File: config.mk
export PLATFORM = sky130hd
export DESIGN_NAME = lprm_ctrl
export DESIGN_NICKNAME = d
export VERILOG_FILES = /design/src/lprm_pkg.sv /design/src/lprm_ctrl.sv
export VERILOG_INCLUDE_DIRS = /design/src
export SDC_FILE = /design/constraint.sdc
export NUM_CORES = 1
export LEC_CHECK = 0
export BUFFER_PORTS_ARGS = -buffer_cell sky130_fd_sc_hd__buf_2
export CORE_UTILIZATION = 50
export DETAILED_ROUTE_END_ITERATION = 6
export MAX_ROUTING_LAYER = met4
export PLACE_DENSITY = 0.83
export SLEW_MARGIN = 10
export SYNTH_ARGS = -nofsm -noshare
export SYNTH_HDL_FRONTEND = slang
export SYNTH_SLANG_ARGS = --single-unit
File: constraint.sdc
create_clock -name clock -period 2.6 [get_ports clock]
set_input_delay 0.39 -clock clock [delete_from_list [all_inputs] [get_ports clock]]
set_output_delay 0.39 -clock clock [all_outputs]
set_load 0.01 [all_outputs]
File: src/lprm_defines.svh
// Constants for the low-power / restart mode controller
`ifndef LPRM_DEFINES_SVH
`define LPRM_DEFINES_SVH
`define LPRM_CLK_MHZ 25
`define LPRM_RESET_DELAY_US 10
`define LPRM_RESET_DELAY_CYC (`LPRM_RESET_DELAY_US * `LPRM_CLK_MHZ)
`define LPRM_WD_PERIOD_DEFAULT 3'h4
`define LPRM_DEVSTAT_NONE 2'h0
`define LPRM_DEVSTAT_RESTART 2'h1
`define LPRM_DEVSTAT_SLEEP 2'h2
`define LPRM_WDFAIL_ONE 2'h1
`define LPRM_WDFAIL_TWO 2'h2
`define LPRM_CMD_NORMAL 2'h0
`define LPRM_CMD_SLEEP 2'h1
`define LPRM_CMD_STOP 2'h2
`define LPRM_CMD_SOFTRST 2'h3
`define LPRM_TRX_OFF 2'h0
`define LPRM_TRX_WAKE 2'h1
`define LPRM_TRX_RXONLY 2'h2
`define LPRM_TRX_ON 2'h3
`endif

File: src/lprm_pkg.sv
// Types for the low-power / restart mode controller
package lprm_pkg;
   typedef enum logic [2:0] {
      ST_INIT = 3'h0,
      ST_NORMAL = 3'h1,
      ST_STOP = 3'h2,
      ST_SLEEP = 3'h3,
      ST_RESTART = 3'h4,
      ST_FAILSAFE = 3'h5
   } lprm_state_t;

   // Mode command from the SPI decoder
   typedef struct packed {
      logic valid;
      logic is_write;
      logic [1:0] mode;
      logic mode_write;
      logic wd_refresh;
      logic status_clear;
   } lprm_cmd_t;

   // Wake enables and sources
   typedef struct packed {
      logic trx;
      logic sense;
      logic gpio;
      logic timer;
   } lprm_wake_t;

   // Settings frozen in low-power modes
   typedef struct packed {
      logic aux_on;
      logic [1:0] trx_mode;
      logic sense_en;
      logic cyc_sense;
      logic cyc_wake;
      logic [2:0] wd_period;
      logic cp_on;
      logic gpio_sw_on;
   } lprm_cfg_t;

   // Status bits read by software
   typedef struct packed {
      logic [1:0] device_state_field;
      logic [1:0] watchdog_fail_count;
      logic main_undervolt_flag;
      logic main_overvolt_flag;
      logic spi_fault;
   } lprm_stat_t;
endpackage

File: src/lprm_ctrl.sv
// Low-power, restart and wake mode controller of the supply chip
`timescale 1ns/1ps
`default_nettype none
`include "lprm_defines.svh"

// Contract
// Stop mode ignores writes, flags SPI fault; mode, soft reset, refresh, status pass.
// Stop mode wake asserts interrupt without changing mode.
// Stop mode freezes Normal-mode settings; main supply stays on.
// Wake flag still set at Stop entry asserts interrupt.
// Sleep requested from Stop flags SPI fault and goes to Restart.
// Measurement select 1 blocks sense and GPIO pins as wake sources.
// Sleep wake goes via Restart to Normal and records the source.
// Sleep entry turns an on or receive-only transceiver wake-capable.
// Sleep stops watchdog, holds reset low, disables I/O, records state.
// Sleep request with no wake source flags fault and goes to Restart.
// Sleep entry with wake flag set wakes at once via Restart.
// Host finishes configuration and clears wake flags before low power.
// Main undervoltage restarts from Normal, Stop, or Init after reset release.
// Overvoltage restarts only with enable set and config pin 1.
// First bad watchdog trigger restarts, except config 2 goes fail-safe.
// Wake in Sleep or fail-safe, or thermal release, enters Restart.
// Restart moves automatically to Normal and clears mode bits.
// Reset output low in Restart, released after reset delay into Normal.
// Reset rising edge starts long open window, period reloads to 100.
// Fail output set by watchdog count or overvoltage; stays after Restart.
// Restart drops aux supply, GPIO switch, SPI; transceiver becomes wake-capable (code leaves an off transceiver off).
// Status reads restart 01, sleep 10, fail count, under/overvoltage flags.
// Soft reset command returns to Init and reloads unlocked settings.
module lprm_ctrl #(
   parameter int RESET_DELAY_CYC = `LPRM_RESET_DELAY_CYC
) (
   input wire logic clock,
   input wire logic rst_n,
   input wire lprm_pkg::lprm_cmd_t cmd,
   input wire lprm_pkg::lprm_cfg_t cfg_wr,
   input wire lprm_pkg::lprm_wake_t wake_en_wr,
   input wire logic cfg_lock,
   input wire logic measurement_select,
   input wire logic main_overvolt_reset_enable,
   input wire logic cfg1_bit,
   input wire logic config0_pin,
   input wire logic main_uv_pin,
   input wire logic main_ov_pin,
   input wire logic thermal_shutdown_level2_pin,
   input wire lprm_pkg::lprm_wake_t wake_evt_in,
   input wire logic wd_bad_trigger,
   input wire logic fail_clear,
   output lprm_pkg::lprm_state_t state_q,
   output lprm_pkg::lprm_cfg_t cfg_q,
   output lprm_pkg::lprm_wake_t wake_status_q,
   output lprm_pkg::lprm_stat_t stat_q,
   output logic interrupt_out_n,
   output logic reset_out_n,
   output logic fail_output,
   output logic main_supply_on,
   output logic watchdog_run,
   output logic wd_long_open,
   output logic io_enable
);
   // Pin inputs are synchronised twice before any decision reads them
   logic [2:0] pin_s1_q;
   logic [2:0] pin_s2_q;
   lprm_pkg::lprm_wake_t wk_s1_q;
   lprm_pkg::lprm_wake_t wk_s2_q;
   logic cfg0_s1_q;
   logic cfg0_s2_q;
   always_ff @(posedge clock) begin
      pin_s1_q <= {main_uv_pin, main_ov_pin, thermal_shutdown_level2_pin};
      pin_s2_q <= pin_s1_q;
      wk_s1_q <= wake_evt_in;
      wk_s2_q <= wk_s1_q;
      cfg0_s1_q <= config0_pin;
      cfg0_s2_q <= cfg0_s1_q;
   end

   wire uv = pin_s2_q[2];
   wire ov = pin_s2_q[1];
   wire thermal_shutdown_level2 = pin_s2_q[0];

   lprm_pkg::lprm_state_t state_d;
   lprm_pkg::lprm_wake_t wake_en_q;
   logic thermal_shutdown_level2_seen_q;
   logic rst_released_q;
   logic [1:0] wd_fails_q;
   logic [15:0] delay_q;
   logic int_stop_q;

   // Command qualification per mode
   wire in_stop = (state_q == lprm_pkg::ST_STOP);
   wire in_sleep = (state_q == lprm_pkg::ST_SLEEP);
   wire in_restart = (state_q == lprm_pkg::ST_RESTART);
   wire in_fs = (state_q == lprm_pkg::ST_FAILSAFE);
   wire spi_live = cmd.valid && !in_restart && !in_sleep && !in_fs;
   wire mode_cmd = spi_live && cmd.mode_write;
   wire stop_mode_ok = mode_cmd && (cmd.mode == `LPRM_CMD_NORMAL
      || cmd.mode == `LPRM_CMD_SOFTRST);
   wire stop_write_bad = in_stop && spi_live && cmd.is_write
      && !stop_mode_ok && !cmd.wd_refresh && !cmd.status_clear;
   wire cfg_write = spi_live && cmd.is_write && !in_stop && !cmd.mode_write;
   wire soft_rst = mode_cmd && cmd.mode == `LPRM_CMD_SOFTRST;
   wire sleep_req = mode_cmd && cmd.mode == `LPRM_CMD_SLEEP;

   // Measurement function takes the sense and GPIO pins away from waking
   lprm_pkg::lprm_wake_t wake_en_eff;
   assign wake_en_eff = '{trx: wake_en_q.trx, timer: wake_en_q.timer,
      sense: wake_en_q.sense && !measurement_select,
      gpio: wake_en_q.gpio && !measurement_select};
   wire [3:0] wake_hit = wk_s2_q & wake_en_eff;
   wire any_wake_en = |wake_en_eff;
   wire any_flag = |wake_status_q;
   wire sleep_bad = sleep_req && (in_stop || !any_wake_en);

   // Watchdog and overvoltage failure classification
   wire watchdog_fail_count_evt = watchdog_run && wd_bad_trigger;
   wire cfg_pull = cfg0_s2_q;
   wire wd_to_fs = watchdog_fail_count_evt && (cfg_pull ? 1'b0
      : (cfg1_bit || wd_fails_q != 2'h0));
   wire ov_evt = ov && main_overvolt_reset_enable;
   wire restart_evt = (uv && (state_q == lprm_pkg::ST_NORMAL || in_stop
      || (state_q == lprm_pkg::ST_INIT && rst_released_q)))
      || (ov_evt && cfg_pull)
      || (watchdog_fail_count_evt && !wd_to_fs);
   wire delay_done = (delay_q == 16'(RESET_DELAY_CYC - 1));

   // Next mode
   always_comb begin
      state_d = state_q;
      case (state_q)
         lprm_pkg::ST_INIT: begin
            if (restart_evt) begin
               state_d = lprm_pkg::ST_RESTART;
            end else if (wd_to_fs || (ov_evt && !cfg_pull)) begin
               state_d = lprm_pkg::ST_FAILSAFE;
            end else if (spi_live) begin
               state_d = lprm_pkg::ST_NORMAL;
            end
         end
         lprm_pkg::ST_NORMAL, lprm_pkg::ST_STOP: begin
            if (restart_evt || sleep_bad) begin
               state_d = lprm_pkg::ST_RESTART;
            end else if (wd_to_fs || (ov_evt && !cfg_pull) || thermal_shutdown_level2) begin
               state_d = lprm_pkg::ST_FAILSAFE;
            end else if (soft_rst) begin
               state_d = lprm_pkg::ST_INIT;
            end else if (mode_cmd && cmd.mode == `LPRM_CMD_NORMAL) begin
               state_d = lprm_pkg::ST_NORMAL;
            end else if (sleep_req) begin
               state_d = lprm_pkg::ST_SLEEP;
            end else if (mode_cmd && cmd.mode == `LPRM_CMD_STOP && !in_stop) begin
               state_d = lprm_pkg::ST_STOP;
            end
         end
         lprm_pkg::ST_SLEEP: begin
            if (|wake_hit || any_flag) begin
               state_d = lprm_pkg::ST_RESTART;
            end
         end
         lprm_pkg::ST_FAILSAFE: begin
            if (|wake_hit || (thermal_shutdown_level2_seen_q && !thermal_shutdown_level2)) begin
               state_d = lprm_pkg::ST_RESTART;
            end
         end
         lprm_pkg::ST_RESTART: begin
            if (delay_done) begin
               state_d = lprm_pkg::ST_NORMAL;
            end
         end
         default: state_d = lprm_pkg::ST_INIT;
      endcase
   end

   wire enter_restart = state_d == lprm_pkg::ST_RESTART && !in_restart;
   wire enter_sleep = state_d == lprm_pkg::ST_SLEEP && !in_sleep;
   wire enter_stop = state_d == lprm_pkg::ST_STOP && !in_stop;
   wire leave_restart = in_restart && delay_done;

   // Mode register, reset delay counter and failure bookkeeping
   always_ff @(posedge clock) begin
      if (!rst_n) begin
         state_q <= lprm_pkg::ST_INIT;
         delay_q <= 16'h0000;
         thermal_shutdown_level2_seen_q <= 1'b0;
         rst_released_q <= 1'b0;
         wd_fails_q <= 2'h0;
      end else begin
         state_q <= state_d;
         delay_q <= in_restart ? delay_q + 16'h0001 : 16'h0000;
         thermal_shutdown_level2_seen_q <= in_fs ? (thermal_shutdown_level2_seen_q || thermal_shutdown_level2) : thermal_shutdown_level2;
         if (leave_restart || (state_q == lprm_pkg::ST_INIT && !rst_released_q)) begin
            rst_released_q <= 1'b1;
         end
         if (watchdog_fail_count_evt && wd_fails_q != 2'h2) begin
            wd_fails_q <= wd_fails_q + 2'h1;
         end else if (cmd.wd_refresh && spi_live) begin
            wd_fails_q <= 2'h0;
         end
      end
   end

   // Settings: written only outside Stop, reloaded by soft reset, forced by Sleep and Restart entry
   always_ff @(posedge clock) begin
      if (!rst_n) begin
         cfg_q <= '0;
         cfg_q.wd_period <= `LPRM_WD_PERIOD_DEFAULT;
         wake_en_q <= '{trx: 1'b1, sense: 1'b1, gpio: 1'b0, timer: 1'b0};
      end else if (soft_rst && !cfg_lock) begin
         cfg_q <= '0;
         cfg_q.wd_period <= `LPRM_WD_PERIOD_DEFAULT;
      end else if (enter_restart) begin
         cfg_q.aux_on <= 1'b0;
         cfg_q.gpio_sw_on <= 1'b0;
         if (cfg_q.trx_mode != `LPRM_TRX_OFF) begin
            cfg_q.trx_mode <= `LPRM_TRX_WAKE;
         end
      end else if (leave_restart) begin
         cfg_q.wd_period <= `LPRM_WD_PERIOD_DEFAULT;
      end else if (enter_sleep && cfg_q.trx_mode != `LPRM_TRX_OFF) begin
         cfg_q.trx_mode <= `LPRM_TRX_WAKE;
      end else if (cfg_write) begin
         cfg_q <= cfg_wr;
         wake_en_q <= wake_en_wr;
      end
   end

   // Wake flags: capture beats a clear in the same cycle
   always_ff @(posedge clock) begin
      if (!rst_n) begin
         wake_status_q <= '0;
      end else if (state_d == lprm_pkg::ST_FAILSAFE && !in_fs) begin
         // Events from before fail-safe are dropped on entry
         wake_status_q <= '0;
      end else begin
         wake_status_q <= (cmd.status_clear && spi_live ? '0 : wake_status_q)
            | ((state_q != lprm_pkg::ST_INIT) ? wake_hit : 4'h0);
      end
   end

   // Status field and fail output; set wins over clear
   always_ff @(posedge clock) begin
      if (!rst_n) begin
         stat_q <= '0;
         fail_output <= 1'b0;
      end else begin
         if (cmd.status_clear && spi_live) begin
            stat_q <= '0;
         end
         if (enter_restart) begin
            stat_q.device_state_field <= in_sleep ? `LPRM_DEVSTAT_SLEEP
               : `LPRM_DEVSTAT_RESTART;
         end else if (enter_sleep) begin
            stat_q.device_state_field <= `LPRM_DEVSTAT_SLEEP;
         end
         if (watchdog_fail_count_evt) begin
            stat_q.watchdog_fail_count <= (wd_fails_q == 2'h0) ? `LPRM_WDFAIL_ONE
               : `LPRM_WDFAIL_TWO;
         end
         if (uv && restart_evt) begin
            stat_q.main_undervolt_flag <= 1'b1;
         end
         if (ov) begin
            stat_q.main_overvolt_flag <= 1'b1;
         end
         if (stop_write_bad || sleep_bad) begin
            stat_q.spi_fault <= 1'b1;
         end
         if ((watchdog_fail_count_evt && (cfg1_bit || wd_fails_q != 2'h0)) || ov_evt) begin
            fail_output <= 1'b1;
         end else if (fail_clear && !in_restart) begin
            fail_output <= 1'b0;
         end
      end
   end

   // Pin outputs: reset low in Restart, Sleep and fail-safe, interrupt on wake
   always_ff @(posedge clock) begin
      if (!rst_n) begin
         reset_out_n <= 1'b0;
         wd_long_open <= 1'b0;
         interrupt_out_n <= 1'b1;
         int_stop_q <= 1'b0;
         main_supply_on <= 1'b1;
         watchdog_run <= 1'b0;
         io_enable <= 1'b0;
      end else begin
         reset_out_n <= !(state_d == lprm_pkg::ST_RESTART || state_d == lprm_pkg::ST_SLEEP
            || state_d == lprm_pkg::ST_FAILSAFE);
         wd_long_open <= leave_restart;
         int_stop_q <= (enter_stop && any_flag)
            || ((in_stop || state_q == lprm_pkg::ST_NORMAL) && |wake_hit);
         interrupt_out_n <= !int_stop_q;
         main_supply_on <= !(state_d == lprm_pkg::ST_SLEEP
            || state_d == lprm_pkg::ST_FAILSAFE);
         watchdog_run <= (state_d == lprm_pkg::ST_NORMAL || state_d == lprm_pkg::ST_STOP
            || state_d == lprm_pkg::ST_INIT);
         io_enable <= !(state_d == lprm_pkg::ST_SLEEP || state_d == lprm_pkg::ST_FAILSAFE
            || state_d == lprm_pkg::ST_RESTART);
      end
   end
endmodule
`default_nettype wire

# After elaboration in Yosys (flattened, before gate mapping)
# Cells that the tools add are included.
# Widths: inputs -> output; s select.
[op_classes] addsub=2 eq_ne=18 n_mux=37 n_bitwise=7 reduce_logical=117
[ops] op="$logic_and 1x1->1" n=46
[ops] op="$mux 3" n=13
[ops] op="$logic_or 1x1->1" n=23
[ops] op="$mux 2" n=10
[ops] op="$logic_not 1->1" n=19
[ops] op="$reduce_bool 2->1" n=9
[ops] op="$add 16x1->16 const B" n=1
[ops] op="$eq 16x8->1 const B" n=1
[ops] op="$pmux 3 s5" n=1
[ops] op="$eq 3x2->1 const B" n=4
[ops] op="$eq 3x3->1 const B" n=4
[ops] op="$reduce_or 4->1" n=3
[ops] op="$mux 11" n=1
[ops] op="$reduce_and 3->1" n=3
[ops] op="$reduce_bool 3->1" n=3
[ops] op="$mux 4" n=2
[ops] op="$mux 8" n=1
[ops] op="$mux 1" n=7
[ops] op="$mux 7" n=1
[ops] op="$eq 3x1->1 const B" n=2
[ops] op="$logic_not 3->1" n=2
[ops] op="$ne 2x2->1 const B" n=3
[ops] op="$reduce_or 2->1" n=3
[ops] op="$mux 5" n=1
[ops] op="12 further kinds" n=18
[totals] regBits=73 input_bits=38 elab_cells=227

# Depth between registers and ports, before layout
[logic_depth] depth_word=21 mapped_depth=12

# Worst setup path before layout
# OpenSTA, ideal clock, no wires.
[synth_timing] path_type="reg2reg" start="reg state_q[0]" end="reg wake_en_q, in the netlist wake_en_eff[3]" setup_ps=129 t_arrival_ps=2186 required_time_ps=2471 slack_ps=285 stages_incl_launch_ff=12 path_buffers=3 period_less_slack_ps=2315 cell_sequence="dfxtp_1 buf_2 nor3b_1 a21o_1 a311o_1 a221o_2 inv_2 o21a_1 buf_6 buf_12 mux2i_1 nand2_1"
[synth_between] elab_chain_cells=20 elab_cells_between_ends=57
[synth_lines] item="start, declared" line_no="lprm_ctrl.sv:49" text="output lprm_pkg::lprm_state_t state_q,"
[synth_lines] item="start signal, assigned" line_no="lprm_ctrl.sv:181" text="state_q <= lprm_pkg::ST_INIT;"
[synth_lines] item="start signal, assigned" line_no="lprm_ctrl.sv:187" text="state_q <= state_d;"
[synth_lines] item="$eq 3x3->1" line_no="lprm_ctrl.sv:92, lprm_ctrl.sv:129"
[synth_lines] item="$logic_not 1->1" line_no="lprm_ctrl.sv:94, lprm_ctrl.sv:173"
[synth_lines] item="$logic_and 1x1->1 (3 in a row)" line_no="lprm_ctrl.sv:94" text="wire spi_live = cmd.valid && !in_restart && !in_sleep && !in_fs;"
[synth_lines] item="$logic_and 1x1->1" line_no="lprm_ctrl.sv:95" text="wire mode_cmd = spi_live && cmd.mode_write;"
[synth_lines] item="$logic_and 1x1->1 (no source line)"
[synth_lines] item="$logic_and 1x1->1" line_no="lprm_ctrl.sv:150" text="end else if (mode_cmd && cmd.mode == `LPRM_CMD_STOP && !in_stop) begin"
[synth_lines] item="$mux 3" line_no="lprm_ctrl.sv:150"
[synth_lines] item="$mux 3" line_no="lprm_ctrl.sv:148" text="end else if (sleep_req) begin"
[synth_lines] item="[2 not listed]"
[synth_lines] item="$mux 3" line_no="lprm_ctrl.sv:142" text="end else if (wd_to_fs || (ov_evt && !cfg_pull) || thermal_shutdown_level2) begin"
[synth_lines] item="$mux 3" line_no="lprm_ctrl.sv:140" text="if (restart_evt || sleep_bad) begin"
[synth_lines] item="$pmux 3 s5" line_no="lprm_ctrl.sv:129" text="case (state_q)"
[synth_lines] item="$eq 3x2->1" line_no="lprm_ctrl.sv:174" text="wire enter_sleep = state_d == lprm_pkg::ST_SLEEP && !in_sleep;"
[synth_lines] item="$logic_and 1x1->1" line_no="lprm_ctrl.sv:174"
[synth_lines] item="$logic_and 1x1->1 (no source line)"
[synth_lines] item="$not 1->1 (no source line)"
[synth_lines] item="$reduce_and 5->1 (no source line) *"
[synth_lines] item="end signal, assigned" line_no="lprm_ctrl.sv:206" text="wake_en_q <= '{trx: 1'b1, sense: 1'b1, gpio: 1'b0, timer: 1'b0};"
[synth_lines] item="end signal, assigned" line_no="lprm_ctrl.sv:222" text="wake_en_q <= wake_en_wr;"
[synth_lines] item="end, declared" line_no="lprm_ctrl.sv:82" text="lprm_pkg::lprm_wake_t wake_en_q;"
# Every way passes the cells marked *; elsewhere a longest branch is shown, timed or not.
# A chain may end at the register's enable or synchronous reset.

# Worst setup path after layout
[layout_timing] start="reg state_q[2]" end="reg wake_en_q[1] (netlist bit)"
# Same word-level chain as after synthesis.

==> run_results.csv <==
group,metric,value,unit
cells_and_area,fin_util,66.0,%
cts,clkSlewWorstSetupHoldPaths,0.07,ns
drt,top_layer,"met4",
cts,cts_buffers,9,
power,ir_drop,0.687,mV
cells_and_area,drive_above_1_share,26.1,%
critical_path,critPathLaunch,"state_q[2]$_SDFF_PN0_",
drt,routed_wl,7.22,mm
critical_path,cp.required,2.82,ns
die,die_y,79.8,um
synth,synth-edff-count,0,
drt,drc_errors,0,
place,portBuffers,69,
die,start_util,53.4,%
critical_path,cp_max_fo,17,
sta,post-route-min-period,2.39,ns
die,boundaryPins,70,
drt,met1_length,3.27,mm
power,powerDensity,762,nW/um^2
place,dpl.cell_count,471,
cts,cts_max_level,3,
synth,synthArstFlopShare,0,%
drt,drt-initial-drc-count,173,
drt,wl_per_cell,14.8,um
die,die_x,79.8,um
critical_path,crit_path_end_kind,"flip-flop",
sta,finalSetupTns,0,ns
sta,relSlewSlack,64.2,%
synth,ys_types,54,
place,gp_congestion,0.940,
drt,first_pass_iters,4,
synth,syn_nets,375,
sta,finClkSkew,0.00997,ns
critical_path,reg2reg_from,"state_q[2]$_SDFF_PN0_",
sta,post-route-period-util,92.1,%
cts,cts_hold_buf,0,
die,num_rows,27,
drt,wl_met3,434,um
critical_path,r2r_end,"wake_en_q[1]$_SDFFE_PN0P_",
critical_path,critPathArrivalTime,2.61,ns
cts,insertion_delay,0.35,ns
synth,synth_cells,329,
drt,drtAntennaViolNets,0,
synth,yosys_most_used_dff,"dfxtp_1",
global_route,antenna_found_initial,0,
hold_path,hp-class,"primary input to flip-flop",
sta,fmax,0.418,GHz
critical_path,cp-endpoint,"wake_en_q[1]$_SDFFE_PN0P_",
power,p_leak,1.61,nW
cells_and_area,nFillCells,475,
job,cap_violations,0,
cells_and_area,antenna_cells,0,
sta,rsz0062_at_grt,"no",
synth,yosysSeqAreaShare,48.3,%
global_route,grt_pass1_wl,11.6,mm
critical_path,start_kind,"flip-flop",
synth,ys_ff_latch,73,
global_route,first_global_vias,2530,
cts,cts_tree,"yes",
place,dp_hpwl,5.30,mm
synth,yosysWarnings,0,
synth,syn_area,3030,sq um
cells_and_area,area_growth,23.7,%
cts,ctsLongestPathBuffers,2,
drt,vias_per_cell,5.48,
power,total_power,2.85,mW
die,dieArea,6370,sq um
sta,hold_slack,0.137,ns
cts,clkSinkCount,73,
cells_and_area,nets,456,
critical_path,critPathKind,"flip-flop to flip-flop",
cts,cts-root-buf,"clkbuf_8",
die,coreArea,5680,sq um
synth,synth.avg_cell_area,9.20,sq um
sta,hold_viol,0,
sta,worst_slew_pin_slew,0.534,ns
global_route,grt_use_total,24.6,%
drt,vias,2661,
cells_and_area,final_cell_count_no_fill,486,
critical_path,ff2ff_setup_slack,0.21,ns
global_route,grt_max_degree,19,
critical_path,reg2reg_depth,9,
status,status,"completed",
global_route,gr-total-overflow,0,
sta,setup_viol,0,
drt,wl_met2,3.40,mm
sta,slew_violations,0,
[report_power, final]
part / switching [mW] / total [mW] / leakage [nW] / internal, mW
clock network: 0.403 / 1.06 / 0.122 / 0.658
registers: 0.0620 / 1.26 / 0.600 / 1.20
logic: 0.300 / 0.536 / 0.885 / 0.236
[sequential cells by signal, indices dropped and copies added, names as in the netlist, 2 cells and up]
register and count:
wk_s1_q 4, wake_en_q 2, wk_s2_q 4, delay_q 16
pin_s1_q 3, wd_fails_q 2, stat_q 7, state_q 3
wake_status_q 4, cfg_q 11, wake_en_eff 2, pin_s2_q 3
[cells in the mapped netlist (all sizes together) (3+ instances only)]
library cell | number | area, sq um
nor2b | 5 | 33.8
nor2 | 53 | 199
a211oi | 3 | 22.5
mux2i | 11 | 110
a31oi | 5 | 31.3
a21oi | 14 | 70.1
and3 | 4 | 25.0
nand4 | 6 | 37.5
buf | 5 | 46.3
o21a | 3 | 22.5
nand2b | 5 | 31.3
nand3b | 4 | 30.0
nor4 | 3 | 25.0
ha | 8 | 100
nor3b | 5 | 37.5
nor3 | 7 | 40.0
xnor2 | 5 | 43.8
o211ai | 4 | 30.0
a32oi | 4 | 35.0
inv | 12 | 45.0
nand3 | 11 | 60.1
nand2 | 21 | 78.8
a22oi | 3 | 22.5
or3 | 5 | 31.3
dfxtp | 73 | 1460
xor2 | 10 | 87.6
clkbuf | 7 | 26.3
o21ai | 6 | 30.0
[worst min path at each step]
stage / startpoint / end / slack, ns / depth (start not counted)
floorplan: cfg0_s1_q$_DFF_P_ / cfg0_s2_q$_DFF_P_ / 0.31 / 0
global placement: wk_s1_q[3]$_DFF_P_ / wk_s2_q[3]$_DFF_P_ / 0.31 / 0
detailed placement: pin_s1_q[2]$_DFF_P_ / pin_s2_q[2]$_DFF_P_ / 0.31 / 0
CTS: main_ov_pin / pin_s1_q[1]$_DFF_P_ / 0.13 / 1
global route: main_ov_pin / pin_s1_q[1]$_DFF_P_ / 0.12 / 1
finish: main_ov_pin / pin_s1_q[1]$_DFF_P_ / 0.14 / 1
[area by class of cell]
type	instances	area, sq um	area share [%]
sequential	73	1470	39.1
inverter	13	48.8	1.30
multi-input combinational	231	1450	38.6
clock inverter	5	104	2.77
timing repair buffer	82	455	12.2
tap	72	90.1	2.40
clock buffer	10	138	3.67
[what timing repair did]
item,4_1_cts,5_1_grt
setup endpoints to repair,0,7
setup buffers,0,0
hold endpoints to repair,0,0
gates resized for setup,0,3
[through the flow]
stage | setup slack, ns | cell area (sq um)
final | 0.206 | 3750
after global routing | 0.0427 | 3750
after CTS | 0.101 | 3740
after detailed placement | 0.108 | 3500
after global placement | 0.159 | 3500
after floorplan | 0.285 | 3030
[critical path, cell delays in order, from the launching register on]
cell and delay [ns]:
dfxtp_2 0.42, and3b_1 0.23, or3_1 0.40, o31ai_1 0.34, o211ai_1 0.16, nand3_2 0.11, o21a_1 0.16, buf_12 0.17
mux2i_1 0.21, nor2_1 0.07
[kinds of logic (layout without fill, tap and decap cells)]
logic type	count (synthesis)	in the layout	share of synthesized area, %
AOI/OAI and AO/OA	57	57	12.8
xor gates and xnor gates	15	15	4.34
adders and majority gates	8	8	3.31
buffers and inverters	25	110	4.01
DFF	73	73	48.3
muxes	11	11	3.64
and+or+nand+nor	140	140	23.6
[cell usage in the layout (no fill, tap or decap), types with 8 or more instances in the layout]
master,n
inv_1,11
buf_2,69
mux2i_1,11
ha_1,8
dfxtp_1,70
buf_4,12
xor2_1,10
clkbuf_8,10
nor2_1,53
a21oi_1,14
nand2_1,21
nand3_1,10
[per-layer routing]
layer / GRT usage, % / vias to the layer above
li1: - / 1308
met1: 29.7 / 1246
met2: 39.7 / 96
met3: 7.09 / 11
met4: 7.68 / 0
met5: - / -
(Power assumes the default switching activity.)
